`config.mk`:
```
export PLATFORM = sky130hd
export DESIGN_NAME = sfim_status_irq
export DESIGN_NICKNAME = d
export VERILOG_FILES = /design/src/hw/sfim_pkg.sv /design/src/hw/sfim_pin_sync.sv /design/src/hw/sfim_status_irq.sv
export SDC_FILE = /design/constraint.sdc
export NUM_CORES = 1
export LEC_CHECK = 0
export ABC_AREA = 1
export CELL_PAD_IN_SITES_DETAIL_PLACEMENT = 1
export CELL_PAD_IN_SITES_GLOBAL_PLACEMENT = 1
export CORE_MARGIN = 5
export CORE_UTILIZATION = 42
export CTS_CLUSTER_SIZE = 14
export DETAILED_ROUTE_END_ITERATION = 8
export DONT_BUFFER_PORTS = 1
export PLACE_DENSITY_LB_ADDON = 0.1
export SLEW_MARGIN = 25
export SYNTH_ARGS = -nofsm -noshare
export SYNTH_HDL_FRONTEND = slang
export SYNTH_SLANG_ARGS = --single-unit
export TNS_END_PERCENT = 5
```
`constraint.sdc`:
```
create_clock -name clock -period 1.45 [get_ports clock]
set_input_delay 0.145 -clock clock [delete_from_list [all_inputs] [get_ports clock]]
set_output_delay 0.145 -clock clock [all_outputs]
set_load 0.03 [all_outputs]
```
`src/hw/sfim_pkg.sv`:
```
// Notes on behaviour
// Completion of the sequencer, diagnostics or calibration sets a sticky flag that a status read clears.
// A supply droop below the chosen threshold sets a latched flag that only a status read clears.
// Over-temperature sets a flag that stays set after the condition goes until a status read clears it.
// Overcurrent on either output terminal sets a sticky flag cleared by a status read.
// The event mask acts only while the shared pin is in interrupt duty and is ignored otherwise.
// A set mask bit blocks its flag: bit 0 overcurrent, 1 thermal, 2 droop, 3 completion, 4 format error.
// The mask field resets to decimal 24 and the three reserved bits above it reset to zero.
// After diagnostics the measured actuator impedance is shown as an eight-bit read-only value.
// A continuously updated eight-bit read-only supply voltage reading is provided; the code updates it only from samples taken while waveformPlaying is high.
// Supply samples are taken only while a waveform plays, so the host reads during playback.
// A waveform memory format violation during playback sets a flag sticky until a status read.
// In interrupt duty the pin is pulled low while any unmasked flag is set and released once cleared.
package sfim_pkg;

  // Register offsets
  localparam logic [7:0] OFS_STATUS = 8'h01;
  localparam logic [7:0] OFS_MASK = 8'h02;
  localparam logic [7:0] OFS_IMPEDANCE = 8'h03;
  localparam logic [7:0] OFS_SUPPLY = 8'h04;

  // Status field positions
  localparam int BIT_OVERCURRENT = 0;
  localparam int BIT_THERMAL = 1;
  localparam int BIT_DROOP = 2;
  localparam int BIT_DONE = 3;
  localparam int BIT_FORMAT = 4;
  localparam int BIT_DIAG_FAIL = 7;
  localparam int FLAG_COUNT = 5;

  // Sticky clear-on-read bits of the status register
  localparam logic [7:0] STATUS_STICKY = 8'h9f;
  // Plain read/write reserved bits of the status register
  localparam logic [7:0] STATUS_RW = 8'h60;

  // Mask register layout
  localparam int MASK_WIDTH = 5;
  localparam logic [7:0] MASK_FIELD = 8'h1f;

  // Reset values
  localparam logic [7:0] RST_STATUS = 8'h00;
  localparam logic [7:0] RST_MASK = 8'h18;
  localparam logic [7:0] RST_IMPEDANCE = 8'h00;
  localparam logic [7:0] RST_SUPPLY = 8'h00;
  localparam logic [7:0] RST_UNMAPPED = 8'h00;

  // Analog detector inputs that need synchronising
  localparam int DET_COUNT = 3;
  localparam int DET_OVERCURRENT = 0;
  localparam int DET_THERMAL = 1;
  localparam int DET_DROOP = 2;

  typedef logic [7:0] sfim_byte_t;

endpackage : sfim_pkg

```
`src/hw/sfim_pin_sync.sv`:
```
`timescale 1ns/1ps
// Three-stage synchroniser with agreement filter for detector levels
module sfim_pin_sync
  import sfim_pkg::*;
(
  // Clock and reset
  input wire logic clock,
  input wire logic rst,
  // Asynchronous detector levels
  input wire logic [sfim_pkg::DET_COUNT-1:0] pinIn,
  // Filtered levels in the clock domain
  output logic [sfim_pkg::DET_COUNT-1:0] levelOut
);

  logic [DET_COUNT-1:0] stage1_q;
  logic [DET_COUNT-1:0] stage2_q;
  logic [DET_COUNT-1:0] stage3_q;
  logic [DET_COUNT-1:0] level_q;
  logic [DET_COUNT-1:0] agree;
  logic [DET_COUNT-1:0] level_d;

  // Change taken only when stages two and three agree
  assign agree = ~(stage2_q ^ stage3_q);
  assign level_d = (agree & stage3_q) | (~agree & level_q);
  assign levelOut = level_q;

  // Synchroniser chain
  always_ff @(posedge clock or posedge rst) begin
    if (rst) begin
      stage1_q <= '0;
      stage2_q <= '0;
      stage3_q <= '0;
      level_q <= '0;
    end else begin
      stage1_q <= pinIn;
      stage2_q <= stage1_q;
      stage3_q <= stage2_q;
      level_q <= level_d;
    end
  end

endmodule : sfim_pin_sync

```
`src/hw/sfim_status_irq.sv`:
```
`timescale 1ns/1ps
// Status flags, event mask, result registers and interrupt pin drive
module sfim_status_irq
  import sfim_pkg::*;
(
  // Clock and reset
  input wire logic clock,
  input wire logic rst,

  // Register port from the serial control bus
  input wire logic [7:0] regAddr,
  input wire logic regWrEn,
  input wire logic [7:0] regWrData,
  input wire logic regRdEn,
  output sfim_pkg::sfim_byte_t regRdData,
  output logic regRdValid,

  // Analog detector levels, asynchronous to the clock
  input wire logic overcurrentDetect,
  input wire logic thermalDetect,
  input wire logic droopDetect,

  // Event pulses from on-clock engines
  input wire logic sequencerDone,
  input wire logic diagDone,
  input wire logic calibrationDone,
  input wire logic diagFail,
  input wire logic formatError,

  // Measurement results from on-clock engines
  input wire logic [7:0] impedanceValue,
  input wire logic impedanceValid,
  input wire logic [7:0] supplySample,
  input wire logic supplySampleValid,
  input wire logic waveformPlaying,

  // Pin function selection, high in interrupt duty
  input wire logic irqModeEn,

  // Open-drain trigger or interrupt pin
  output logic trigIrqPinOut,
  output logic trigIrqPinOe,

  // Current flags and interrupt pending state for neighbouring logic
  output logic [sfim_pkg::FLAG_COUNT-1:0] flagsOut,
  output logic irqPending
);

  import sfim_pkg::*;

  // Register storage
  sfim_byte_t status_q;
  sfim_byte_t status_d;
  sfim_byte_t mask_q;
  sfim_byte_t mask_d;
  sfim_byte_t impedance_q;
  sfim_byte_t impedance_d;
  sfim_byte_t supply_q;
  sfim_byte_t supply_d;
  sfim_byte_t rdData_q;
  sfim_byte_t rdData_d;
  logic rdValid_q;
  logic pinOe_q;
  logic pinOe_d;
  logic pinOut_q;
  logic [FLAG_COUNT-1:0] flagsOut_q;
  logic irqPending_q;

  // Synchronised detector levels
  logic [DET_COUNT-1:0] detRaw;
  logic [DET_COUNT-1:0] detLevel;

  // Address decode
  logic hitStatus;
  logic hitMask;
  logic hitImpedance;
  logic hitSupply;
  logic hitAny;
  logic statusWrite;
  logic maskWrite;
  logic [FLAG_COUNT-1:0] flagsNext;

  // Event and clear terms
  sfim_byte_t setBits;
  sfim_byte_t clearBits;
  logic statusRead;
  logic processDone;
  logic [FLAG_COUNT-1:0] liveFlags;
  logic [FLAG_COUNT-1:0] liveMask;
  logic [FLAG_COUNT-1:0] unmasked;
  logic anyUnmasked;
  logic supplyTake;

  // Compare an address against a register offset
  function automatic logic addrHit(input logic [7:0] addr,
                                   input logic [7:0] ofs);
    addrHit = (addr == ofs);
  endfunction : addrHit

  // Sticky update: kept unless cleared, a set term always wins
  function automatic sfim_byte_t stickyNext(input sfim_byte_t cur,
                                            input sfim_byte_t setv,
                                            input sfim_byte_t clr);
    stickyNext = (cur & ~clr) | (setv & STATUS_STICKY);
  endfunction : stickyNext

  // Bring analog detector levels into the clock domain
  // Levels need two agreeing samples, so a pulse shorter
  // than two cycles may never reach a flag
  assign detRaw[DET_OVERCURRENT] = overcurrentDetect;
  assign detRaw[DET_THERMAL] = thermalDetect;
  assign detRaw[DET_DROOP] = droopDetect;

  sfim_pin_sync uSync (
    .clock(clock),
    .rst(rst),
    .pinIn(detRaw),
    .levelOut(detLevel)
  );

  // Register address decode
  assign hitStatus = addrHit(regAddr, OFS_STATUS);
  assign hitMask = addrHit(regAddr, OFS_MASK);
  assign hitImpedance = addrHit(regAddr, OFS_IMPEDANCE);
  assign hitSupply = addrHit(regAddr, OFS_SUPPLY);
  assign hitAny = hitStatus | hitMask | hitImpedance | hitSupply;

  // Write strobes per register, other offsets ignore writes
  assign statusWrite = regWrEn & hitStatus;
  assign maskWrite = regWrEn & hitMask;

  // A status read clears the sticky bits it has returned
  assign statusRead = regRdEn & hitStatus;
  assign clearBits = statusRead ? STATUS_STICKY : 8'h00;

  // Any of the three engines finishing counts as done
  // completion event
  assign processDone = sequencerDone | diagDone | calibrationDone;

  // Hardware set terms for each sticky bit
  always_comb begin
    setBits = 8'h00;
    // overcurrent sets
    setBits[BIT_OVERCURRENT] = detLevel[DET_OVERCURRENT];
    // over-temperature sets
    setBits[BIT_THERMAL] = detLevel[DET_THERMAL];
    // supply droop sets
    setBits[BIT_DROOP] = detLevel[DET_DROOP];
    setBits[BIT_DONE] = processDone;
    // format error sets
    setBits[BIT_FORMAT] = formatError;
    setBits[BIT_DIAG_FAIL] = diagFail;
  end

  // Status next value: set wins over the read clear
  // An event in the cycle of the read is kept for the next
  // read rather than lost between the answer and the clear
  always_comb begin
    status_d = status_q;
    // clear on read
    status_d = stickyNext(status_q, setBits, clearBits);
    if (statusWrite) begin
      status_d = (status_d & ~STATUS_RW) | (regWrData & STATUS_RW);
    end
  end

  // Mask register write, all eight bits stored
  // mask reset and reserved bits
  assign mask_d = maskWrite ? regWrData : mask_q;

  // Impedance result captured when diagnostics report it
  // impedance capture
  assign impedance_d = impedanceValid ? impedanceValue : impedance_q;

  // Supply reading follows samples taken during playback only
  // sample only while playing
  assign supplyTake = supplySampleValid & waveformPlaying;
  // live supply reading
  assign supply_d = supplyTake ? supplySample : supply_q;

  // Read data mux, unmapped offsets read as zero
  always_comb begin
    rdData_d = rdData_q;
    if (regRdEn) begin
      if (hitStatus) begin
        rdData_d = status_q;
      end else if (hitMask) begin
        rdData_d = mask_q;
      end else if (hitImpedance) begin
        rdData_d = impedance_q;
      end else if (hitSupply) begin
        rdData_d = supply_q;
      end else if (!hitAny) begin
        rdData_d = RST_UNMAPPED;
      end
    end
  end

  // Flag and mask views in the documented bit order
  assign liveFlags = status_q[FLAG_COUNT-1:0];
  assign liveMask = mask_q[MASK_WIDTH-1:0];

  // mask bit blocks flag
  assign unmasked = liveFlags & ~liveMask;
  assign anyUnmasked = |unmasked;

  // Pin pulled low only in interrupt duty with an unmasked flag
  // Bit 7 never reaches the pin; pin follows flags a cycle late
  // mask only in irq duty
  // drive pin low
  assign pinOe_d = irqModeEn & anyUnmasked;

  // Status register
  always_ff @(posedge clock or posedge rst) begin
    if (rst) begin
      status_q <= RST_STATUS;
    end else begin
      status_q <= status_d;
    end
  end

  // Mask register
  always_ff @(posedge clock or posedge rst) begin
    if (rst) begin
      mask_q <= RST_MASK;
    end else begin
      mask_q <= mask_d;
    end
  end

  // Impedance result register
  always_ff @(posedge clock or posedge rst) begin
    if (rst) begin
      impedance_q <= RST_IMPEDANCE;
    end else begin
      impedance_q <= impedance_d;
    end
  end

  // Supply reading register
  always_ff @(posedge clock or posedge rst) begin
    if (rst) begin
      supply_q <= RST_SUPPLY;
    end else begin
      supply_q <= supply_d;
    end
  end

  // Read data, held until the next read
  always_ff @(posedge clock or posedge rst) begin
    if (rst) begin
      rdData_q <= RST_UNMAPPED;
    end else begin
      rdData_q <= rdData_d;
    end
  end

  // Read answer strobe, one cycle after the read strobe
  always_ff @(posedge clock or posedge rst) begin
    if (rst) begin
      rdValid_q <= 1'b0;
    end else begin
      rdValid_q <= regRdEn;
    end
  end

  // Flag view shows the value the status register takes next
  assign flagsNext = status_d[FLAG_COUNT-1:0];

  // Pin drive
  always_ff @(posedge clock or posedge rst) begin
    if (rst) begin
      pinOe_q <= 1'b0;
      pinOut_q <= 1'b0;
    end else begin
      pinOe_q <= pinOe_d;
      pinOut_q <= 1'b0;           // Open drain: only ever low
    end
  end

  // Flag and pending views
  always_ff @(posedge clock or posedge rst) begin
    if (rst) begin
      flagsOut_q <= '0;
      irqPending_q <= 1'b0;
    end else begin
      flagsOut_q <= flagsNext;
      irqPending_q <= pinOe_d;
    end
  end

  // Outputs straight from flip-flops
  assign regRdData = rdData_q;
  assign regRdValid = rdValid_q;
  assign trigIrqPinOut = pinOut_q;
  assign trigIrqPinOe = pinOe_q;
  assign flagsOut = flagsOut_q;
  assign irqPending = irqPending_q;

endmodule : sfim_status_irq

```
==> results of run 1 <==
## cells in the mapped netlist, types with 2 or more instances
library cell,instances
buf_6,3
dfstp_2,2
o21ai_2,2
maj3_1,3
nand2_4,2
nor2_4,2
dfrtp_1,52
nand2_1,62
o21bai_1,5
inv_1,22
buf_4,7
clkbuf_1,2
a21oi_1,16
mux2_2,16
nand3_1,22
o21ai_1,3
nor2_2,4
## registers in the layout, indices dropped and copies added (netlist names), named ones only
signal          count
supply_q            8
uSync.stage3_q      3
irqPending          1
regRdValid          1
uSync.stage1_q      3
regRdData           8
impedance_q         8
status_q            4
flagsOut            4
uSync.stage2_q      3
mask_q              8
## layout by cell type (no fill, tap or decap), types with 2 or more instances in the layout
cell type / netlist / layout
nor2_2: 4 / 4
dfrtp_1: 52 / 52
clkinvlp_4: 0 / 2
maj3_1: 3 / 3
mux2_2: 16 / 16
nor2_4: 2 / 2
nand2_4: 2 / 2
clkbuf_8: 0 / 5
nand3_1: 22 / 22
o21bai_1: 5 / 5
a21oi_1: 16 / 16
o21ai_2: 2 / 2
clkbuf_1: 2 / 2
o21ai_1: 3 / 3
dlygate4sd3_1: 0 / 46
dfstp_2: 2 / 2
buf_4: 7 / 5
inv_1: 22 / 21
nand2_1: 62 / 62
## per-stage QoR
stage / worst slack, ns / instance area [um2] / utilization [%] / hold slack [ns] / instances
floorplan: 0.4410 / 2414 / - / 0.1764 / 240
global placement: 0.3072 / 2442 / 44.08 / -0.005412 / 304
detailed placement: 0.2453 / 2442 / 44.08 / 0.01212 / 304
CTS: 0.1350 / 2977 / 53.73 / 0.0004413 / 357
global route: 0.08046 / 2987 / 53.91 / 0.002681 / 358
finish: 0.1032 / 2987 / 53.91 / 0.01588 / 358
## worst min-delay path by stage
| stage | start | endpoint | slack (ns) | depth (start not counted) |
|---|---|---|---|---|
| 2_1_floorplan | regRdEn | regRdValid$_DFF_PP0_ | 0.18 | 0 |
| 3_3_place_gp | rst | regRdData[7]$_DFFE_PP0P_ | -0.005 | 1 |
| 3_5_place_dp | rst | regRdData[7]$_DFFE_PP0P_ | 0.01 | 1 |
| 4_1_cts | regWrEn | status_q[6]$_DFFE_PP0P_ | 0.0004 | 2 |
| 5_1_grt | impedanceValid | impedance_q[1]$_DFFE_PP0P_ | 0.003 | 1 |
| 6_report | impedanceValid | impedance_q[1]$_DFFE_PP0P_ | 0.02 | 1 |
## cell type report
| cell class | instances | area, um2 | area share, % |
|---|---|---|---|
| inverter | 25 | 100.1 | 3.351 |
| timing repair buffer | 51 | 498.0 | 16.67 |
| clock buffer | 7 | 76.32 | 2.556 |
| sequential | 54 | 1354 | 45.33 |
| clock inverter | 1 | 7.507 | 0.2514 |
| multi-input combinational | 148 | 860.8 | 28.82 |
| tap | 72 | 90.09 | 3.016 |
## power by group through the flow
stage | sequential [uW] | clock (uW) | combinational [uW]
final | 1670 | 808 | 287
after global routing | 1680 | 905 | 321
after CTS | 1670 | 849 | 288
after detailed placement | 1700 | 0 | 189
after global placement | 1690 | 0 | 179
after floorplan | 1670 | 0 | 169
## layer usage
metal  global-route usage (%)  wire [um]
met4                    4.317         46
met3                    3.939        326
met5                        0          0
met1                    19.50       2411
met2                    27.54       2738
## logic make-up after synthesis
family | count (synthesis) | share of synthesized area (%)
buffers and inverters | 38 | 8.099
multiplexers | 16 | 7.477
adder cells (fa/ha/maj) | 3 | 1.246
AO/OA/AOI/OAI | 29 | 7.166
AND/OR/NAND/NOR | 99 | 19.68
other | 1 | 0.1556
flip-flops | 54 | 56.18
## worst max-delay path, delay by kind of cell
| family | cells | cell delay (ns) |
|---|---|---|
| buffers and inverters | 2 | 1.11 |
| multiplexers | 1 | 0.28 |
==> flow_metrics.tcl, run 1 <==
set metrics [dict create \
    status "finished clean" \
    fin_setup_tns_ns 0 \
    insertedDiodeCount 0 \
    timing.critical_path.mode_cell "dlygate4sd3_1" \
    final_nets 333 \
    io_buffer_count 0 \
    fin_crit_sh_pct 92.88 \
    report.final.slew_viol_count 0 \
    maxSlewHeadroom_pct 63.91 \
    async_flop_share_pct 100.0 \
    num_rows 27 \
    die_h_um 85.75 \
    cp-end-kind "flip-flop" \
    vias 1761 \
    drive_gt1_share_pct 16.43 \
    setup_viol 0 \
    ys.flop_type "dfrtp_1" \
    postCtsHoldBufs 45 \
    synth_area_per_cell_um2 10.04 \
    r2r_start "impedance_q[7]$_DFFE_PP0P_" \
    synth_top_area_share_pct 54.00 \
    wl_um 5523 \
    cts_setup_buffers 0 \
    internal-power_uw 2112 \
    start_util_pct 43.50 \
    dp_hpwl_um 3961 \
    fin_crit_ns 1.347 \
    dieWidth_um 85.75 \
    clock.fmax_mhz 742.5 \
    yosys_warnings 0 \
    grt_overflow 0 \
    p_comb_share_pct 10.4 \
    root_buffer "clkbuf_8" \
    clk_pin_slew_ns 0.09 \
    grt_pass1_wl_um 9183 \
    p_sw_share_pct 23.52 \
    antenna_found_initial 0 \
    cts_tree "yes" \
    wl_per_cell_um 15.43 \
    io_pins 65 \
    vdd_drop_max_mv 0.5753 \
    syn_nets 288 \
    rsz0062_at_grt "false" \
    r2r-end "impedance_q[7]$_DFFE_PP0P_" \
    reg2regPathDepth 2 \
    fillers 629 \
    core-area_mm2 0.005540 \
    power_frac_clock_pct 29.3 \
    power.total_uw 2761 \
    tightest_slew_ns 0.5417 \
    ant_nets 0 \
    grt_max_degree 23 \
    cp_cell_sequence "dlygate4sd3_1 > mux2_2 > dlygate4sd3_1" \
    crit_fanout 1 \
    clkSinkCount 54 \
    ys_types 32 \
    gp_congestion 0.7426 \
    drt_iter0_markers 92 \
    critPathArrivalTime_ns 1.53 \
    path_class "in2reg" \
    synth.area.top_cells "dfrtp_1 (54%), nand2_1 (9.7%), mux2_2 (7.5%)" \
    dr.pass1.iters 4 \
    r2r_slack_ns 0.11 \
    power_frac_seq_pct 60.3 \
    power_density_mw_per_mm2 924.4 \
    startpoint_type "input pin" \
    clk_path_buf_depth 2 \
    required_ns 1.64 \
    finClkSkew_ns 0.004913 \
    cts_inserted_buffers 5 \
    drc 0 \
    cts_resized 0 \
    drt-vias-per-instance 4.919 \
    die-area_mm2 0.007352 \
    hold_viol_final 0 \
    p_sw_uw 649.3 \
    crit_start "impedanceValue[7]" \
    yosysSeqAreaShare_pct 56.18 \
    slowest_stage "dlygate4sd3_1" \
    cellLeakagePower_uw 0.001447 \
    clk_latency_ns 0.30 \
    synth_edf_count 0 \
    crit_end "impedance_q[7]$_DFFE_PP0P_" \
    grt_pass1_vias 1958 \
    synth_area_mm2 0.002410 \
    syn2layout_area_growth_pct 23.94 \
    grt.total_usage_pct 15.81 \
    synth_cells 240 \
    synth_top_area_cell "dfrtp_1" \
    hold_class "in2reg" \
    drv_cap 0 \
    critPathMaxStageDelay_ns 0.56 \
    synth.ff_latch_count 54 \
    htree_levels 2 \
]
(Power assumes the default switching activity.)
==> run 2: changes to the inputs <==
--- a/config.mk
+++ b/config.mk
@@ -9,7 +9,7 @@
 export CELL_PAD_IN_SITES_DETAIL_PLACEMENT = 1
 export CELL_PAD_IN_SITES_GLOBAL_PLACEMENT = 1
 export CORE_MARGIN = 5
-export CORE_UTILIZATION = 42
+export CORE_UTILIZATION = 47
 export CTS_CLUSTER_SIZE = 14
 export DETAILED_ROUTE_END_ITERATION = 8
 export DONT_BUFFER_PORTS = 1
==> constraint.sdc (replaced) <==
create_clock -name clock -period 1.3 [get_ports clock]
set_input_delay 0.13 -clock clock [delete_from_list [all_inputs] [get_ports clock]]
set_output_delay 0.13 -clock clock [all_outputs]
set_load 0.03 [all_outputs]
==> flow_metrics.tcl, run 2 (same netlist as run 1, synthesis figures left out) <==
set metrics [dict create \
    vdd_drop_max_mv 0.7817 \
    dr.pass1.iters 4 \
    num_rows 26 \
    critPathArrivalTime_ns 1.46 \
    fin_crit_sh_pct 97.31 \
    fin_crit_ns 1.265 \
    finClkSkew_ns 0.002083 \
    wl_per_cell_um 16.70 \
    r2r_slack_ns 0.13 \
    post-route-cell-area_mm2 0.003022 \
    hold_class "in2reg" \
    gp_congestion 0.7813 \
    layout_common_cells "nand2_1 (62), dfrtp_1 (52), dlygate4sd3_1 (41), nand3_1 (22), inv_1 (21)" \
    cp-end-kind "flip-flop" \
    status "finished clean" \
    clk_path_buf_depth 2 \
    grt_overflow 0 \
    wl_um 5994 \
    dp_hpwl_um 4169 \
    cts_tree "yes" \
    drc 0 \
    fillers 576 \
    clk_latency_ns 0.30 \
    cts_inserted_buffers 5 \
    final_nets 336 \
    maxSlewHeadroom_pct 64.87 \
    power_density_mw_per_mm2 1034 \
    htree_levels 2 \
    antenna_found_initial 0 \
    clk_pin_slew_ns 0.09 \
    placed_area_mm2 0.002477 \
    core-area_mm2 0.005042 \
    drt-vias-per-instance 5.089 \
    root_buffer "clkbuf_8" \
    dieWidth_um 81.61 \
    die-area_mm2 0.006659 \
    grt_pass1_wl_um 9756 \
    start_util_pct 47.79 \
    fin_hold_ws_ns 0.03356 \
    cellLeakagePower_uw 0.001486 \
    die_h_um 81.61 \
    syn2layout_area_growth_pct 25.39 \
    drv_cap 0 \
    rsz0062_at_grt "true" \
    grt_pass1_vias 2055 \
    ant_nets 0 \
    insertedDiodeCount 0 \
    vias 1827 \
    required_ns 1.49 \
    power_frac_clock_pct 30.3 \
    crit_fanout 17 \
    power_frac_seq_pct 59.4 \
    mostFrequentLayoutCell "nand2_1" \
    clkSinkCount 54 \
    grt.total_usage_pct 19.49 \
    report.final.slew_viol_count 0 \
    internal-power_uw 2349 \
    p_comb_share_pct 10.3 \
    startpoint_type "input pin" \
    p_sw_uw 774.7 \
    io_pins 65 \
    p_sw_share_pct 24.81 \
    drt_iter0_markers 54 \
    tightest_slew_ns 0.5258 \
    setup_viol 0 \
    io_buffer_count 0 \
    drive_gt1_share_pct 19.38 \
    path_class "in2reg" \
    clock.fmax_mhz 790.5 \
    hold_viol_final 0 \
    grt_max_degree 25 \
]
-- run 2: worst max-delay path: stages --
cell and delay, ns:
nor2_2 0.13, nand3_2 0.16, nor2_8 0.25, nand2_2 0.11, nand2_1 0.07, o21ai_1 0.05, dlygate4sd3_1 0.55
-- run 2: layout make-up --
class | count | area [um2] | area share [%]
Sequential cell | 54 | 1354 | 44.80
Multi-Input combinational cell | 148 | 860.8 | 28.49
Timing Repair Buffer | 54 | 525.5 | 17.39
Inverter | 25 | 100.1 | 3.313
Tap cell | 70 | 87.58 | 2.899
Clock buffer | 5 | 68.82 | 2.277
Clock inverter | 3 | 25.02 | 0.8282
-- run 2: final timing paths --
| kind | endpoint | cells past startpoint | start |
|---|---|---|---|
| setup / recovery | status_q[5]$_DFFE_PP0P_ | 7 | regAddr[3] |
| hold / removal | mask_q[6]$_DFFE_PP0P_ | 2 | regWrEn |
| setup reg to reg | status_q[5]$_DFFE_PP0P_ | 3 | status_q[5]$_DFFE_PP0P_ |
| hold reg to reg | uSync.stage2_q[0]$_DFF_PP0_ | 0 | uSync.stage1_q[0]$_DFF_PP0_ |
| max in group asynchronous | uSync.stage3_q[1]$_DFF_PP0_ | 3 | rst |
| min in group asynchronous | supply_q[3]$_DFFE_PP0P_ | 2 | rst |
-- run 2: per-layer routing --
layer	global-route usage, %	routed length, um	vias up
met2	35.59	3308	46
met1	21.83	2199	901
li1	-	-	867
met5	0	0	-
met3	3.728	338	13
met4	8.970	147	0
-- run 2: power groups by stage --
stage	Combinational, uW	Clock [uW]	Sequential, uW
2_1_floorplan	188	0	1870
3_3_place_gp	211	0	1880
3_5_place_dp	225	0	1890
4_1_cts	322	997	1850
5_1_grt	355	1050	1870
6_report	321	946	1860
-- run 2: timing repair --
action / 4_1_cts / 5_1_grt
buffers inserted: 0 / 2
endpoints found under the hold margin: 53 / 0
hold buffers: 42 / 0
endpoints found under the setup margin: 0 / 6
resized for setup: 0 / 1
-- run 2: per-stage QoR --
| stage | power, uW | setup WS [ns] | setup TNS [ns] | util [%] | instances |
|---|---|---|---|---|---|
| detailed placement | 2110 | 0.1215 | 0 | 49.13 | 307 |
| global route | 3270 | -0.04646 | -0.05091 | 59.93 | 359 |
| finish | 3123 | 0.03497 | 0 | 59.93 | 359 |
| floorplan | 2056 | 0.3060 | 0 | - | 240 |
| global placement | 2090 | 0.1804 | 0 | 49.13 | 307 |
| CTS | 3170 | 0.02923 | 0 | 59.33 | 357 |
